--- config.mk ---
export PLATFORM = sky130hd
export DESIGN_NAME = lsi_host_flat
export DESIGN_NICKNAME = d
export VERILOG_FILES = /design/src/inc/lsi_pkg.sv /design/src/inc/lsi_if.sv /design/src/design/lsi_host.sv /design/src/flat_wrapper.sv
export VERILOG_INCLUDE_DIRS = /design/src /design/src/inc
export SDC_FILE = /design/constraint.sdc
export NUM_CORES = 1
export LEC_CHECK = 0
export ABC_AREA = 1
export BUFFER_PORTS_ARGS = -buffer_cell sky130_fd_sc_hd__clkbuf_2
export CORE_MARGIN = 5
export CORE_UTILIZATION = 60
export CTS_CLUSTER_DIAMETER = 120
export DETAILED_ROUTE_END_ITERATION = 8
export PLACE_DENSITY = 0.85
export SYNTH_ARGS = -nofsm -noshare
export SYNTH_HDL_FRONTEND = slang
export SYNTH_SLANG_ARGS = --single-unit
--- constraint.sdc ---
create_clock -name clk -period 3.44 [get_ports clk]
set_input_delay 0.172 -clock clk [delete_from_list [all_inputs] [get_ports clk]]
set_output_delay 0.172 -clock clk [all_outputs]
set_load 0.03 [all_outputs]
--- src/inc/lsi_map.svh ---
// register addresses, field positions and reset values of the status block
// assumes 8-bit register port on both ends
`ifndef LSI_MAP_SVH
`define LSI_MAP_SVH

// device register map
`define LSI_ADDR_SUMMARY  8'h13
`define LSI_ADDR_STATUS0  8'h14
`define LSI_ADDR_MASK0    8'h19
`define LSI_ADDR_SYNCRT   8'h1d
`define LSI_NUM_STATUS    8'h04
`define LSI_NUM_LATCHED   8'h05

// bit classes over the 40 latched bits, status one in the low byte
`define LSI_COND_BITS     40'h0f_0f0f_0f0f
`define LSI_DOUBLE_BITS   40'h00_0300_0000
`define LSI_LOF_BIT       8
`define LSI_REGAIN_BIT    12

// data values
`define LSI_SEL_ALL       8'hff
`define LSI_ZERO_BYTE     8'h00
`define LSI_RST_BYTE      8'h00

// host controller command registers
`define LSI_HREG_CTRL     8'h00
`define LSI_HREG_STAT     8'h01
`define LSI_HREG_SUM      8'h02
`define LSI_HREG_RES0     8'h03
`define LSI_CTRL_AUTO     0
`define LSI_CTRL_LOAD     1
`define LSI_STAT_BUSY     0
`define LSI_STAT_DONE     1

`endif

--- src/inc/lsi_pkg.sv ---
// shared types of the status block: byte type and host sequencer states
// assumes the map header supplies all numbers
package lsi_pkg;

  typedef logic [7:0] lsi_byte_t;

  typedef enum logic [9:0] {
    HS_IDLE   = 10'h001,
    HS_SUM    = 10'h002,
    HS_SUMCAP = 10'h004,
    HS_MRD    = 10'h008,
    HS_MCAP   = 10'h010,
    HS_MCLR   = 10'h020,
    HS_SSEL   = 10'h040,
    HS_SRD    = 10'h080,
    HS_SCAP   = 10'h100,
    HS_REST   = 10'h200
  } lsi_hstate_t;

endpackage

--- src/inc/lsi_if.sv ---
// link between the status device and its servicing host
// assumes one clock shared by both ends; the bench supplies clk
`timescale 1ns/1ns

interface lsi_if (
  input wire logic clk  // shared system clock
);
  lsi_pkg::lsi_byte_t busAddr;   // register address
  lsi_pkg::lsi_byte_t busWdata;  // write data / select byte
  logic               busWr;     // write strobe, one cycle
  logic               busRd;     // read strobe, one cycle
  lsi_pkg::lsi_byte_t busRdata;  // read data, cycle after busRd
  logic               intReq;    // interrupt request, active high level

  modport dev (
    input  clk, busAddr, busWdata, busWr, busRd,
    output busRdata, intReq
  );
  modport host (
    input  clk, busRdata, intReq,
    output busAddr, busWdata, busWr, busRd
  );
endinterface

--- src/design/lsi_host.sv ---
// host end: services the interrupt by summary, mask save, poll and restore
// assumes one shared clock with the device; software uses a plain command port
//
// The strobed register port was chosen for this implementation.
`timescale 1ns/1ns
`include "lsi_map.svh"

module lsi_host (
  input  wire logic        clk,        // 125 MHz system clock
  input  wire logic        sys_rst,    // async reset, active high
  lsi_if.host              link,       // register port toward device
  input  wire logic [7:0]  cmdAddr,    // command register address
  input  wire logic [7:0]  cmdWdata,   // command write data
  input  wire logic        cmdWr,      // command write strobe
  input  wire logic        cmdRd,      // command read strobe
  output      logic [7:0]  cmdRdata    // command read data, cycle after cmdRd
);

  // ==========================================================
  // helpers
  function automatic logic [1:0] lowIdx(input logic [3:0] p);
    lowIdx = p[0] ? 2'd0 : p[1] ? 2'd1 : p[2] ? 2'd2 : 2'd3;
  endfunction

  // ==========================================================
  // storage
  lsi_pkg::lsi_hstate_t state, next_state;
  logic [1:0]           idx, next_idx;
  logic [3:0]           pend, next_pend;
  logic [3:0]           sumCap;
  logic [31:0]          saved;
  logic [31:0]          result;
  logic                 autoEn;
  logic                 serviced;
  lsi_pkg::lsi_byte_t   busAddr, busWdata;
  logic                 busWr, busRd;

  wire lastIdx = (idx == 2'd3);
  // masks are staged in the save store and sent out by the restore run
  wire loadReq = cmdWr && (cmdAddr == `LSI_HREG_CTRL) && cmdWdata[`LSI_CTRL_LOAD];

  // ==========================================================
  // service sequencer
  always_comb begin
    next_state = state;
    next_idx   = idx;
    next_pend  = pend;
    unique case (state)
      lsi_pkg::HS_IDLE: begin
        if (loadReq) begin
          next_idx   = 2'd0;
          next_state = lsi_pkg::HS_REST;
        end else if (autoEn && link.intReq) begin
          next_state = lsi_pkg::HS_SUM;                           // see RQ15
        end
      end
      lsi_pkg::HS_SUM:    next_state = lsi_pkg::HS_SUMCAP;
      lsi_pkg::HS_SUMCAP: begin
        next_pend  = link.busRdata[3:0];
        next_idx   = 2'd0;
        next_state = lsi_pkg::HS_MRD;
      end
      lsi_pkg::HS_MRD:    next_state = lsi_pkg::HS_MCAP;
      lsi_pkg::HS_MCAP: begin
        next_idx   = idx + 2'd1;
        next_state = lastIdx ? lsi_pkg::HS_MCLR : lsi_pkg::HS_MRD;
      end
      lsi_pkg::HS_MCLR: begin
        next_idx = idx + 2'd1;
        if (lastIdx) begin
          if (pend != 4'h0) begin
            next_idx   = lowIdx(pend);
            next_state = lsi_pkg::HS_SSEL;
          end else begin
            next_state = lsi_pkg::HS_REST;
          end
        end
      end
      lsi_pkg::HS_SSEL: begin
        next_pend[idx] = 1'b0;
        next_state     = lsi_pkg::HS_SRD;                         // see RQ9
      end
      lsi_pkg::HS_SRD:    next_state = lsi_pkg::HS_SCAP;
      lsi_pkg::HS_SCAP: begin
        if (pend != 4'h0) begin
          next_idx   = lowIdx(pend);
          next_state = lsi_pkg::HS_SSEL;
        end else begin
          next_idx   = 2'd0;
          next_state = lsi_pkg::HS_REST;
        end
      end
      lsi_pkg::HS_REST: begin
        next_idx = idx + 2'd1;
        if (lastIdx) next_state = lsi_pkg::HS_IDLE;
      end
    endcase
  end

  // ==========================================================
  // bus drive, registered from the coming state
  wire goRd   = (next_state == lsi_pkg::HS_SUM) || (next_state == lsi_pkg::HS_MRD) ||
                (next_state == lsi_pkg::HS_SRD);
  wire goMk   = (next_state == lsi_pkg::HS_MRD) || (next_state == lsi_pkg::HS_MCLR) ||
                (next_state == lsi_pkg::HS_REST);
  wire goSel  = (next_state == lsi_pkg::HS_SSEL);                 // see RQ7
  wire goClr  = (next_state == lsi_pkg::HS_MCLR);                 // see RQ16
  wire goRest = (next_state == lsi_pkg::HS_REST);                 // see RQ16
  wire goWr   = goSel || goClr || goRest;
  lsi_pkg::lsi_byte_t next_busAddr;
  lsi_pkg::lsi_byte_t next_busWdata;
  assign next_busAddr  = (next_state == lsi_pkg::HS_SUM) ? `LSI_ADDR_SUMMARY :
                         goMk ? `LSI_ADDR_MASK0 + 8'(next_idx) : `LSI_ADDR_STATUS0 + 8'(next_idx);
  assign next_busWdata = goSel  ? `LSI_SEL_ALL :
                         goRest ? saved[{next_idx, 3'b000} +: 8] : `LSI_ZERO_BYTE;

  // ==========================================================
  // command port
  wire                isRes   = (cmdAddr >= `LSI_HREG_RES0) && (cmdAddr < `LSI_HREG_RES0 + 8'h04);
  wire  [1:0]         resOff  = 2'(cmdAddr - `LSI_HREG_RES0);
  wire                busy    = (state != lsi_pkg::HS_IDLE);
  wire                doneHit = (state == lsi_pkg::HS_REST) && lastIdx;
  wire                doneClr = cmdWr && (cmdAddr == `LSI_HREG_STAT) && cmdWdata[`LSI_STAT_DONE];
  lsi_pkg::lsi_byte_t cmdMux;
  assign cmdMux = (cmdAddr == `LSI_HREG_CTRL) ? {7'h00, autoEn}              :
                  (cmdAddr == `LSI_HREG_STAT) ? {6'h00, serviced, busy}      :
                  (cmdAddr == `LSI_HREG_SUM)  ? {4'h0, sumCap}               :
                  isRes                       ? result[{resOff, 3'b000} +: 8] : `LSI_ZERO_BYTE;

  assign link.busAddr  = busAddr;
  assign link.busWdata = busWdata;
  assign link.busWr    = busWr;
  assign link.busRd    = busRd;

  always_ff @(posedge clk or posedge sys_rst) begin
    if (sys_rst) begin
      state    <= lsi_pkg::HS_IDLE;
      idx      <= 2'd0;
      pend     <= 4'h0;
      sumCap   <= 4'h0;
      saved    <= '0;
      result   <= '0;
      autoEn   <= 1'b0;
      serviced <= 1'b0;
      busAddr  <= `LSI_RST_BYTE;
      busWdata <= `LSI_RST_BYTE;
      busWr    <= 1'b0;
      busRd    <= 1'b0;
      cmdRdata <= `LSI_RST_BYTE;
    end else begin
      state    <= next_state;
      idx      <= next_idx;
      pend     <= next_pend;
      busAddr  <= next_busAddr;
      busWdata <= next_busWdata;
      busWr    <= goWr;
      busRd    <= goRd;
      cmdRdata <= cmdRd ? cmdMux : `LSI_ZERO_BYTE;
      if (state == lsi_pkg::HS_SUMCAP) sumCap <= link.busRdata[3:0];
      if (state == lsi_pkg::HS_MCAP) saved[{idx, 3'b000} +: 8] <= link.busRdata;
      // staging only while idle, so a pass in flight restores what it saved
      if (state == lsi_pkg::HS_IDLE && cmdWr && isRes) saved[{resOff, 3'b000} +: 8] <= cmdWdata;
      if (state == lsi_pkg::HS_SCAP) result[{idx, 3'b000} +: 8] <= link.busRdata;
      if (cmdWr && cmdAddr == `LSI_HREG_CTRL) autoEn <= cmdWdata[`LSI_CTRL_AUTO];
      // a finishing pass wins over a clear in the same cycle
      serviced <= doneHit | (serviced & ~doneClr);
    end
  end

endmodule

--- src/flat_wrapper.sv ---
// flat-port wrapper written by rule: the top's interface ports become plain ports
module lsi_host_flat 
  (clk, sys_rst, cmdAddr, cmdWdata, cmdWr, cmdRd, cmdRdata, link_busRdata, link_intReq, link_busAddr, link_busWdata, link_busWr, link_busRd);
  lsi_if link_i (.clk(clk));
  input  wire logic clk;
  input  wire logic sys_rst;
  input  wire logic [7:0] cmdAddr;
  input  wire logic [7:0] cmdWdata;
  input  wire logic cmdWr;
  input  wire logic cmdRd;
  output      logic [7:0] cmdRdata;
  input wire logic [$bits(link_i.busRdata)-1:0] link_busRdata;
  input wire logic [$bits(link_i.intReq)-1:0] link_intReq;
  output wire logic [$bits(link_i.busAddr)-1:0] link_busAddr;
  output wire logic [$bits(link_i.busWdata)-1:0] link_busWdata;
  output wire logic [$bits(link_i.busWr)-1:0] link_busWr;
  output wire logic [$bits(link_i.busRd)-1:0] link_busRd;
  assign link_i.busRdata = link_busRdata;
  assign link_i.intReq = link_intReq;
  assign link_busAddr = link_i.busAddr;
  assign link_busWdata = link_i.busWdata;
  assign link_busWr = link_i.busWr;
  assign link_busRd = link_i.busRd;
  lsi_host u_core (.clk(clk), .sys_rst(sys_rst), .link(link_i), .cmdAddr(cmdAddr), .cmdWdata(cmdWdata), .cmdWr(cmdWr), .cmdRd(cmdRd), .cmdRdata(cmdRdata));
endmodule
==> results.md, run 1 <==
- Layout Nets: 934
- Chip height: 114 microns
- Dpl ws: 0.822 ns
- Setup crit start kind: register
- Dpl hpwl: 12400 microns
- Total number of yosys warnings: 0
- Netlist cell types: 43
- Seq/Total Area, Yosys: 0.423
- Skew-Pair Late Insertion Delay: 0.40 ns
- Final Cell Area: 7000 sq um
- R2R depth: 9
- Vias per inst: 5.57
- DRT Wirelength: 16200 microns
- Row count: 37
- Post-DRT Antenna Nets: 0
- I/O pins: 55
- Initial antenna violation count: 0
- Clock transition at the registers of the reported paths: 0.11 ns
- Root buffer cell: clkbuf_8
- TritonCTS buffer count: 9
- Fillers: 912
- Multi-input logic area: 3040 sq um
- Syn Area/Cell: 7.62 sq um
- Synth top area share: 0.419
- Max-cap violations: 0
- Largest net degree at the start of global routing: 52
- Leading post-synthesis cells by cell area: dfrtp_1 (42%), nand2_1 (11%), inv_1 (7.5%)
- Post-DP Area: 6770 sq um
- RSZ-0062 raised after global routing: no
- Drt pass-1 iters: 5
- Share of layout cells above drive strength 1: 0.145
- Status: finished, final reports clean
- Chip width: 114 microns
- TritonCTS clock tree: built
- Worst hold margin: 0.0368 ns
- Worst setup margin: 0.734 ns
- Post-Syn Instances: 846
- Number of H-tree levels: 3
- Cell leakage power: 3.56 nW
- Diode count: 0
- Critical path type: register to register
- Most frequent cells in the layout: nand2_1 (190), inv_1 (128), dfrtp_1 (108)
- DIE AREA: 12900 sq um
- Initial core utilization: 0.619
- DP Cell Count: 1011
- Slew HR: 0.348
- Reg area: 2730 sq um
- Fin. max-slew vios: 0
- Hold Path Class: input pin to register
- DRT iter0 DRCs: 502
- Post-layout util: 0.672
- Required time worst endpoint: 3.71 ns
- Clk buf depth: 2
- Global-route wire length before repair: 26800 microns
- GRT Util Overall: 0.260
- Synthesized cell area: 6450 sq um
- Clock sinks: 109
- Final setup viols: 0
- Fin cells: 1032
- Depth of the worst hold-timing path: 3
- Layout area overhead: 8.61%
- Crit Path Max Fanout: 17
- Final hold violations: 0
- Vias: 5749
- Fin crit share: 0.787
- Worst Setup End Kind: register
- Period minus WS final: 2.71 ns
- Total negative slack: 0 ns
- Tot Pwr: 5.45 mW
- Number of synthesized register bits: 109
- Critical Path AT: 2.98 ns
- Clk_skew: 0.0106 ns
- Slew @ Worst Pin: 0.974 ns
- Peak VDD IR: 0.000536 V
- Most common cell after layout, fill and taps aside: nand2_1
- Routed length per instance: 15.7 microns
- Power density over the cells: 778 nW/um^2
- Drc violations: 0
- PostCTS Resize Cnt: 0
- Number of global-route vias before repair: 5204
- Peak Freq: 370 MHz
- Largest area contributor in the netlist: dfrtp_1
- Global route overflow: 0
- Port-buffer cells: 51
- GPL Wtd Cong: 0.932
- CORE AREA: 10400 sq um
==> where the power goes <==
part / switching, mW / total (mW) / internal (mW)
Clock: 0.487 / 0.767 / 0.280
Sequential: 0.207 / 1.84 / 1.63
Combinational: 1.95 / 2.84 / 0.891
==> logic make-up (layout without fill, tap and decap cells) <==
group,count (synthesis),count (layout),share of synthesized area
AND/OR/NAND/NOR,393,393,0.279
adder cells (fa/ha/maj),14,14,0.0272
flip-flops,109,109,0.423
buffers and inverters,167,215,0.106
AO/OA/AOI/OAI,152,152,0.147
multiplexers,9,9,0.0157
other,2,4,0.00116
==> path summary, 6_finish.rpt <==
path | start | to | slack (ns)
max | u_core.idx[0]$_DFF_PP0_ | u_core.saved[7]$_DFF_PP0_ | 0.73
max reg2reg | u_core.idx[0]$_DFF_PP0_ | u_core.saved[7]$_DFF_PP0_ | 0.73
min in group asynchronous | sys_rst | u_core.cmdRdata[1]$_DFF_PP0_ | 0.38
min | cmdWdata[7] | u_core.saved[7]$_DFF_PP0_ | 0.04
min reg2reg | u_core.result[23]$_DFFE_PP0P_ | u_core.result[23]$_DFFE_PP0P_ | 0.50
max in group asynchronous | sys_rst | u_core.result[12]$_DFFE_PP0P_ | 2.23
==> Yosys cell counts, drive strengths merged <==
cell type / n
dfstp: 1
clkinv: 3
a41oi: 2
a22oi: 1
o22ai: 6
dfrtp: 108
buf: 11
a21o: 1
nor2: 87
nand2: 213
o211ai: 11
inv: 134
nand4: 8
conb: 2
o311ai: 22
nand3: 61
a21oi: 8
mux2: 9
o21a: 11
nor3: 22
o21ai: 83
a31oi: 2
nor4: 2
ha: 14
clkbuf: 19
a221oi: 5
==> what timing repair did <==
action                    4_1_cts  5_1_grt
hold endpoints to repair       53        0
setup buffers                   0        0
hold buffers                    5        0
==> sequential cells by signal, indices dropped and copies added (netlist names) <==
signal                count
u_core.link.busWdata      8
u_core.saved             32
u_core.state             10
u_core.pend               4
u_core.link.busAddr       5
u_core.link.busRd         1
u_core.result            32
u_core.serviced           1
u_core.sumCap             4
u_core.idx                2
u_core.cmdRdata           8
u_core.autoEn             1
u_core.link.busWr         1
==> critical path, cell delays in order, from the launching register on <==
cell and delay (ns):
dfrtp_1 0.58, inv_1 0.23, ha_1 0.42, clkinv_1 0.38, nand2_1 0.16, nor2_1 0.05
inv_1 0.22, nor2_1 0.09, o311ai_0 0.32, o21ai_0 0.14
==> routing by layer <==
layer  up-vias  global-route usage  share of wire
met5         -                   0              0
met4         0              0.0761          0.023
met3        28              0.0488          0.079
met2       271               0.391           0.44
met1      2607               0.386           0.46
li1       2843                   -              -
==> layout make-up <==
type,count,share of cell area
clock inverters,7,0.00929
inverters,137,0.0748
flip-flops and latches,109,0.390
clock buffers,9,0.0177
multi-input cells,572,0.434
well taps,136,0.0243
repair buffers,62,0.0500
(Power assumes the default switching activity.)
==> run 2, diff against run 1 <==
ABC_AREA = 0   (was 1)
PLACE_DENSITY = 0.86   (was 0.85)
clock period = 2.65 ns   (was 3.44 ns; I/O delays follow)
==> results.md, run 2 <==
- Cell leakage power: 3.25 nW (was 3.56 nW)
- Synth cell count leaders: nand2_1 (142), dfrtp_1 (108), o21ai_0 (73) (was nand2_1 (190), inv_1 (129), dfrtp_1 (108))
- Clock sinks: 109 (unchanged)
- Routed length per instance: 18.7 microns (was 15.7 microns)
- Sw frac: 0.404 (was 0.486)
- Drt pass-1 iters: 6 (was 5)
- GRT Util Overall: 0.270 (was 0.260)
- Vias: 5176 (was 5749)
- Predominant post-synthesis flop cell: dfrtp_1 (unchanged)
- Post-DRT Antenna Nets: 0 (unchanged)
- Final Cell Area: 6750 sq um (was 7000 sq um)
- DIE AREA: 11800 sq um (was 12900 sq um)
- Hold Path Class: input pin to register (unchanged)
- RSZ-0062 raised after global routing: yes (was no)
- Clock Power Share: 0.196 (was 0.141)
- Period minus WS final: 2.61 ns (was 2.71 ns)
- Number of synthesized register bits: 109 (unchanged)
- Diode count: 0 (unchanged)
- Worst Setup End Kind: register (unchanged)
- Syn Area/Cell: 9.11 sq um (was 7.62 sq um)
- DRT Wirelength: 15800 microns (was 16200 microns)
- Most common cell after layout, fill and taps aside: nand2_1 (unchanged)
- Slew @ Worst Pin: 0.595 ns (was 0.974 ns)
- Largest area contributor in the netlist: dfrtp_1 (unchanged)
- Largest regs: u_core.result x32, u_core.saved x32, u_core.state x10 (unchanged)
- Seq/Total Area, Yosys: 0.469 (was 0.423)
- Synth top area share: 0.465 (was 0.419)
- Largest net degree at the start of global routing: 92 (was 52)
- Number of global-route vias before repair: 4994 (was 5204)
- Root buffer cell: clkbuf_8 (unchanged)
- Clock transition at the registers of the reported paths: 0.12 ns (was 0.11 ns)
- Post-DP Area: 6320 sq um (was 6770 sq um)
- Int Power: 3.34 mW (was 2.80 mW)
- Total number of yosys warnings: 0 (unchanged)
- Layout Nets: 749 (was 934)
- EDFF count, synth: 0 (unchanged)
- Critical path type: register to register (unchanged)
- TritonCTS buffer count: 9 (unchanged)
- Final hold violations: 0 (unchanged)
- Seq pwr share: 0.377 (was 0.337)
- Power density over the cells: 831 nW/um^2 (was 778 nW/um^2)
- Post-layout util: 0.704 (was 0.672)
- Port-buffer cells: 51 (unchanged)
- CP peak stage delay: 0.49 ns (was 0.58 ns)
- Global route overflow: 0 (unchanged)
- Dpl hpwl: 11500 microns (was 12400 microns)
- Row count: 36 (was 37)
- Netlist cell types: 65 (was 43)
- Worst setup margin: 0.0445 ns (was 0.734 ns)
- Most frequent cells in the layout: nand2_1 (140), dfrtp_1 (104), o21ai_0 (72) (was nand2_1 (190), inv_1 (128), dfrtp_1 (108))
- Status: finished, final reports clean (unchanged)
- Share of layout cells above drive strength 1: 0.208 (was 0.145)
- Chip height: 108 microns (was 114 microns)
- CP delay by family, top: compound AO/OA/AOI/OAI gates (was buffers and inverters)
- Fraction of registers with async set/reset: 1.00 (unchanged)
- Vias per inst: 6.13 (was 5.57)
- Peak Freq: 384 MHz (was 370 MHz)
- Slew HR: 0.602 (was 0.348)
- Critical Path AT: 2.89 ns (was 2.98 ns)
- Clk buf depth: 2 (unchanged)
- Crit Path Max Fanout: 8 (was 17)
- Peak VDD IR: 0.000381 V (was 0.000536 V)
- DRT iter0 DRCs: 462 (was 502)
- TritonCTS clock tree: built (unchanged)
- Number of H-tree levels: 3 (unchanged)
- Top-count cell post-synth: nand2_1 (unchanged)
- Chip width: 108 microns (was 114 microns)
- GPL Wtd Cong: 0.952 (was 0.932)
- CORE AREA: 9590 sq um (was 10400 sq um)
- Fin crit share: 0.983 (was 0.787)
- Final setup viols: 0 (unchanged)
- Max-cap violations: 0 (unchanged)
- Critical path's slowest cell: dfrtp_1 (unchanged)
- Setup crit start kind: register (unchanged)
- Initial core utilization: 0.606 (was 0.619)
- Drc violations: 0 (unchanged)
- Tot Pwr: 5.61 mW (was 5.45 mW)
- I/O pins: 55 (unchanged)
- Leading post-synthesis cells by cell area: dfrtp_1 (46%), nand2_1 (9.2%), o21ai_0 (6.3%) (was dfrtp_1 (42%), nand2_1 (11%), inv_1 (7.5%))
- Cells along the critical path: nor2_1 -> nand2_1 -> or3_2 -> a211o_1 -> a211oi_4 -> nand3b_4 -> o221ai_1 (was inv_1 -> ha_1 -> clkinv_1 -> nand2_1 -> nor2_1 -> inv_1 -> nor2_1 -> o311ai_0 -> o21ai_0)
- Net Sw Power: 2.27 mW (was 2.65 mW)
- Synthesized cell area: 5810 sq um (was 6450 sq um)
- Initial antenna violation count: 0 (unchanged)
- Dpl ws: 0.0353 ns (was 0.822 ns)
- Post-Syn Instances: 638 (was 846)
- Clk_skew: 0.0196 ns (was 0.0106 ns)
- WP buf/inv: 0 (was 3)
- Layout area overhead: 16.1% (was 8.61%)
- Skew-Pair Late Insertion Delay: 0.39 ns (was 0.40 ns)
- Global-route wire length before repair: 24600 microns (was 26800 microns)
- Fin. max-slew vios: 0 (unchanged)
- Required time worst endpoint: 2.94 ns (was 3.71 ns)
- Gate power share: 0.427 (was 0.522)
run 2: cell types whose count changed after synthesis, sizes merged, moves of 10 or more:
cell    before  now
o311ai      22    1
nor3        22    8
nand3       61   23
a21oi        8   47
nor2b        0   19
inv        134   13
mux2i        0   19
o21ai       83   73
nand2      213  142
o21a        11    0
nor2        87   47
run 2: kinds of logic (layout without fill, tap and decap cells):
| family | Yosys count | count (layout) | share of synthesized area |
|---|---|---|---|
| AOI/OAI and AO/OA | 159 | 159 | 0.167 |
| muxes | 28 | 28 | 0.0656 |
| DFF | 109 | 109 | 0.469 |
| other | 2 | 4 | 0.00129 |
| xor gates and xnor gates | 4 | 4 | 0.00603 |
| adders and majority gates | 14 | 14 | 0.0301 |
| and+or+nand+nor | 277 | 277 | 0.226 |
| buffers and inverters | 45 | 116 | 0.0346 |
run 2: per-stage QoR:
stage / cells / hold WS [ns] / setup TNS, ns
floorplan: 640 / 0.247 / 0
global placement: 818 / 0.176 / 0
detailed placement: 818 / 0.165 / 0
CTS: 836 / 0.0324 / 0
global route: 844 / 0.0402 / -0.918
finish: 844 / 0.0406 / 0
run 2: power groups by stage:
stage	clock (mW)	sequential [mW]	combinational, mW
5_1_grt	1.18	2.14	2.57
3_5_place_dp	0	2.11	2.04
3_3_place_gp	0	2.11	1.99
2_1_floorplan	0	2.10	1.41
6_report	1.10	2.11	2.39
4_1_cts	1.11	2.08	2.05
run 2: layout make-up:
cell class | instances | area, sq um
fill | 733 | 2840
inverter | 13 | 52.6
multi-input combinational | 486 | 3000
timing repair buffer | 87 | 579
clock buffer | 9 | 124
clock inverter | 7 | 92.6
tap | 133 | 166
sequential | 109 | 2730
run 2: final timing paths:
| path | cells after the start | end | slack, ns | from |
|---|---|---|---|---|
| setup / recovery | 7 | u_core.link.busWdata[6]$_DFF_PP0_ | 0.04 | u_core.state[7]$_DFF_PP0_ |
| hold / removal | 3 | u_core.saved[6]$_DFF_PP0_ | 0.04 | cmdWdata[6] |
| setup reg to reg | 7 | u_core.link.busWdata[6]$_DFF_PP0_ | 0.04 | u_core.state[7]$_DFF_PP0_ |
| hold reg to reg | 2 | u_core.sumCap[3]$_DFFE_PP0P_ | 0.50 | u_core.sumCap[3]$_DFFE_PP0P_ |
| max in group asynchronous | 4 | u_core.state[4]$_DFF_PP0_ | 1.53 | sys_rst |
| min in group asynchronous | 3 | u_core.cmdRdata[2]$_DFF_PP0_ | 0.30 | sys_rst |
run 2: worst register-to-register path, stage by stage (launching register included):
cell,delay (ns)
dfrtp_1,0.49
nor2_1,0.29
nand2_1,0.11
or3_2,0.42
a211o_1,0.34
a211oi_4,0.44
nand3b_4,0.18
o221ai_1,0.24
run 2: timing repair:
item / CTS / global route
buffers inserted: 0 / 7
resized for setup: 0 / 31
endpoints found under the hold margin: 19 / 0
endpoints found under the setup margin: 0 / 17
hold buffers: 2 / 0
run 2: per-layer routing:
metal,wire [microns],GRT usage
met1,6240,0.337
met4,537,0.112
met2,7850,0.467
met5,0,0
met3,1140,0.0430
==> run 3, diff against run 2 <==
clock period = 2.53 ns   (was 2.65 ns; I/O delays follow)
==> results.md, run 3 (synthesized netlist as in run 2, its figures left out) <==
- DIE AREA: 11800 sq um (unchanged)
- TritonCTS buffer count: 9 (unchanged)
- Final hold violations: 0 (unchanged)
- Status: finished with violations (was finished, final reports clean)
- Row count: 36 (unchanged)
- Initial core utilization: 0.606 (unchanged)
- Setup crit start kind: register (unchanged)
- DRT Wirelength: 17000 microns (was 15800 microns)
- Peak Freq: 379 MHz (was 384 MHz)
- Post-DRT Antenna Nets: 0 (unchanged)
- Peak VDD IR: 0.000463 V (was 0.000381 V)
- Multi-input logic area: 3070 sq um (was 3000 sq um)
- Drt pass-1 iters: 6 (unchanged)
- Layout Nets: 782 (was 749)
- Largest net degree at the start of global routing: 39 (was 92)
- Most frequent cells in the layout: nand2_1 (140), dfrtp_1 (103), o21ai_0 (72) (was nand2_1 (140), dfrtp_1 (104), o21ai_0 (72))
- Post-layout util: 0.744 (was 0.704)
- Critical Path AT: 2.95 ns (was 2.89 ns)
- Max-cap violations: 0 (unchanged)
- Chip height: 108 microns (unchanged)
- Root buffer cell: clkbuf_8 (unchanged)
- Most common cell after layout, fill and taps aside: nand2_1 (unchanged)
- I/O pins: 55 (unchanged)
- Worst hold margin: 0.0176 ns (was 0.0406 ns)
- RSZ-0062 raised after global routing: yes (unchanged)
- Clock transition at the registers of the reported paths: 0.11 ns (was 0.12 ns)
- Diode count: 0 (unchanged)
- CORE AREA: 9590 sq um (unchanged)
- Reg area: 2740 sq um (was 2730 sq um)
- GRT Util Overall: 0.286 (was 0.270)
- Required time worst endpoint: 2.84 ns (was 2.94 ns)
- Number of H-tree levels: 3 (unchanged)
- Share of layout cells above drive strength 1: 0.258 (was 0.208)
- Slew HR: 0.514 (was 0.602)
- Final setup viols: 12 (was 0)
- Global-route wire length before repair: 25900 microns (was 24600 microns)
- Vias: 5420 (was 5176)
- Slew @ Worst Pin: 0.727 ns (was 0.595 ns)
- Dpl hpwl: 11800 microns (was 11500 microns)
- Layout area overhead: 22.8% (was 16.1%)
- Largest regs: u_core.result x32, u_core.saved x32, u_core.state x10 (unchanged)
- Period minus WS final: 2.64 ns (was 2.61 ns)
- GPL Wtd Cong: 1.01 (was 0.952)
- Fin. max-slew vios: 0 (unchanged)
- Fin crit share: 1.04 (was 0.983)
- Clock sinks: 109 (unchanged)
- Number of global-route vias before repair: 5202 (was 4994)
- Failing checks: setup timing
- TritonCTS clock tree: built (unchanged)
- Routed length per instance: 19.4 microns (was 18.7 microns)
- Drc violations: 0 (unchanged)
- Cell leakage power: 3.44 nW (was 3.25 nW)
- Chip width: 108 microns (unchanged)
- Power density over the cells: 897 nW/um^2 (was 831 nW/um^2)
- Worst Setup End Kind: register (unchanged)
- Hold Path Class: input pin to register (unchanged)
- Vias per inst: 6.18 (was 6.13)
- Final Cell Area: 7140 sq um (was 6750 sq um)
- Port-buffer cells: 51 (unchanged)
- Initial antenna violation count: 0 (unchanged)
- Clk_skew: 0.0180 ns (was 0.0196 ns)
- Total negative slack: -0.971 ns (was 0 ns)
- Post-DP Area: 6460 sq um (was 6320 sq um)
- Clk buf depth: 2 (unchanged)
- Critical path type: register to register (unchanged)
- DRT iter0 DRCs: 519 (was 462)
- Global route overflow: 0 (unchanged)
- Skew-Pair Late Insertion Delay: 0.40 ns (was 0.39 ns)
- Worst setup margin: -0.107 ns (was 0.0445 ns)
- Fillers: 664 (was 733)
- Crit Path Max Fanout: 8 (unchanged)
[run 3: cell types whose count changed in the layout (fill, tap and decap cells not counted), moves of 3 or more]
cell	previous run	this run
clkbuf_8	9	12
buf_4	29	54
buf_6	1	6
o221ai_1	8	3
buf_12	1	6
o221ai_2	0	5
[run 3: through the flow]
stage	std cells	power, mW	setup slack, ns
3_5_place_dp	834	4.44	-0.0735
2_1_floorplan	640	3.73	0.0176
4_1_cts	862	5.88	-0.0823
5_1_grt	877	6.72	-0.182
6_report	877	6.40	-0.107
3_3_place_gp	834	4.38	0.0412
[run 3: layout make-up]
| cell class | count | share of cell area |
|---|---|---|
| Sequential cell | 109 | 0.383 |
| Tap cell | 133 | 0.0233 |
| Inverter | 13 | 0.00771 |
| Multi-Input combinational cell | 486 | 0.431 |
| Timing Repair Buffer | 120 | 0.123 |
| Clock inverter | 4 | 0.00894 |
| Clock buffer | 12 | 0.0231 |
[run 3: report_power, final]
part / leakage (nW) / internal (mW) / switching [mW] / total, mW
logic: 2.08 / 1.36 / 1.68 / 3.03
registers: 1.24 / 1.97 / 0.214 / 2.18
clock network: 0.116 / 0.553 / 0.637 / 1.19
total: 3.44 / 3.88 / 2.53 / 6.40
[run 3: per-layer routing]
layer	share of wire	up-vias	global-route usage
li1	-	2430	-
met1	0.38	2623	0.359
met2	0.50	288	0.475
met3	0.078	79	0.0639
met4	0.047	0	0.128
met5	0	-	0
[run 3: critical path, cell delays in order (launching register included)]
cell	delay, ns
dfrtp_2	0.46
nor2_1	0.31
nand2_1	0.13
or3_2	0.44
a211o_1	0.34
a211oi_4	0.31
buf_4	0.18
nand3b_4	0.15
o221ai_1	0.23
[run 3: repair_timing]
item	CTS	global route
setup endpoints to repair	10	21
setup buffers	9	16
gates resized for setup	7	32
hold endpoints to repair	29	0
gates cloned	0	0
pin swaps	7	13
hold buffers	3	0
[run 3: path summary, 6_finish.rpt]
path | start | end | slack, ns | cells past startpoint
setup reg to reg | u_core.state[6]$_DFF_PP0_ | u_core.link.busWdata[6]$_DFF_PP0_ | -0.11 | 8
min in group asynchronous | sys_rst | u_core.cmdRdata[1]$_DFF_PP0_ | 0.38 | 3
hold reg to reg | u_core.result[19]$_DFFE_PP0P_ | u_core.result[19]$_DFFE_PP0P_ | 0.48 | 2
max in group asynchronous | sys_rst | u_core.result[28]$_DFFE_PP0P_ | 1.47 | 4
setup / recovery | u_core.state[6]$_DFF_PP0_ | u_core.link.busWdata[6]$_DFF_PP0_ | -0.11 | 8
hold / removal | link_busRdata[5] | u_core.result[21]$_DFFE_PP0P_ | 0.02 | 3
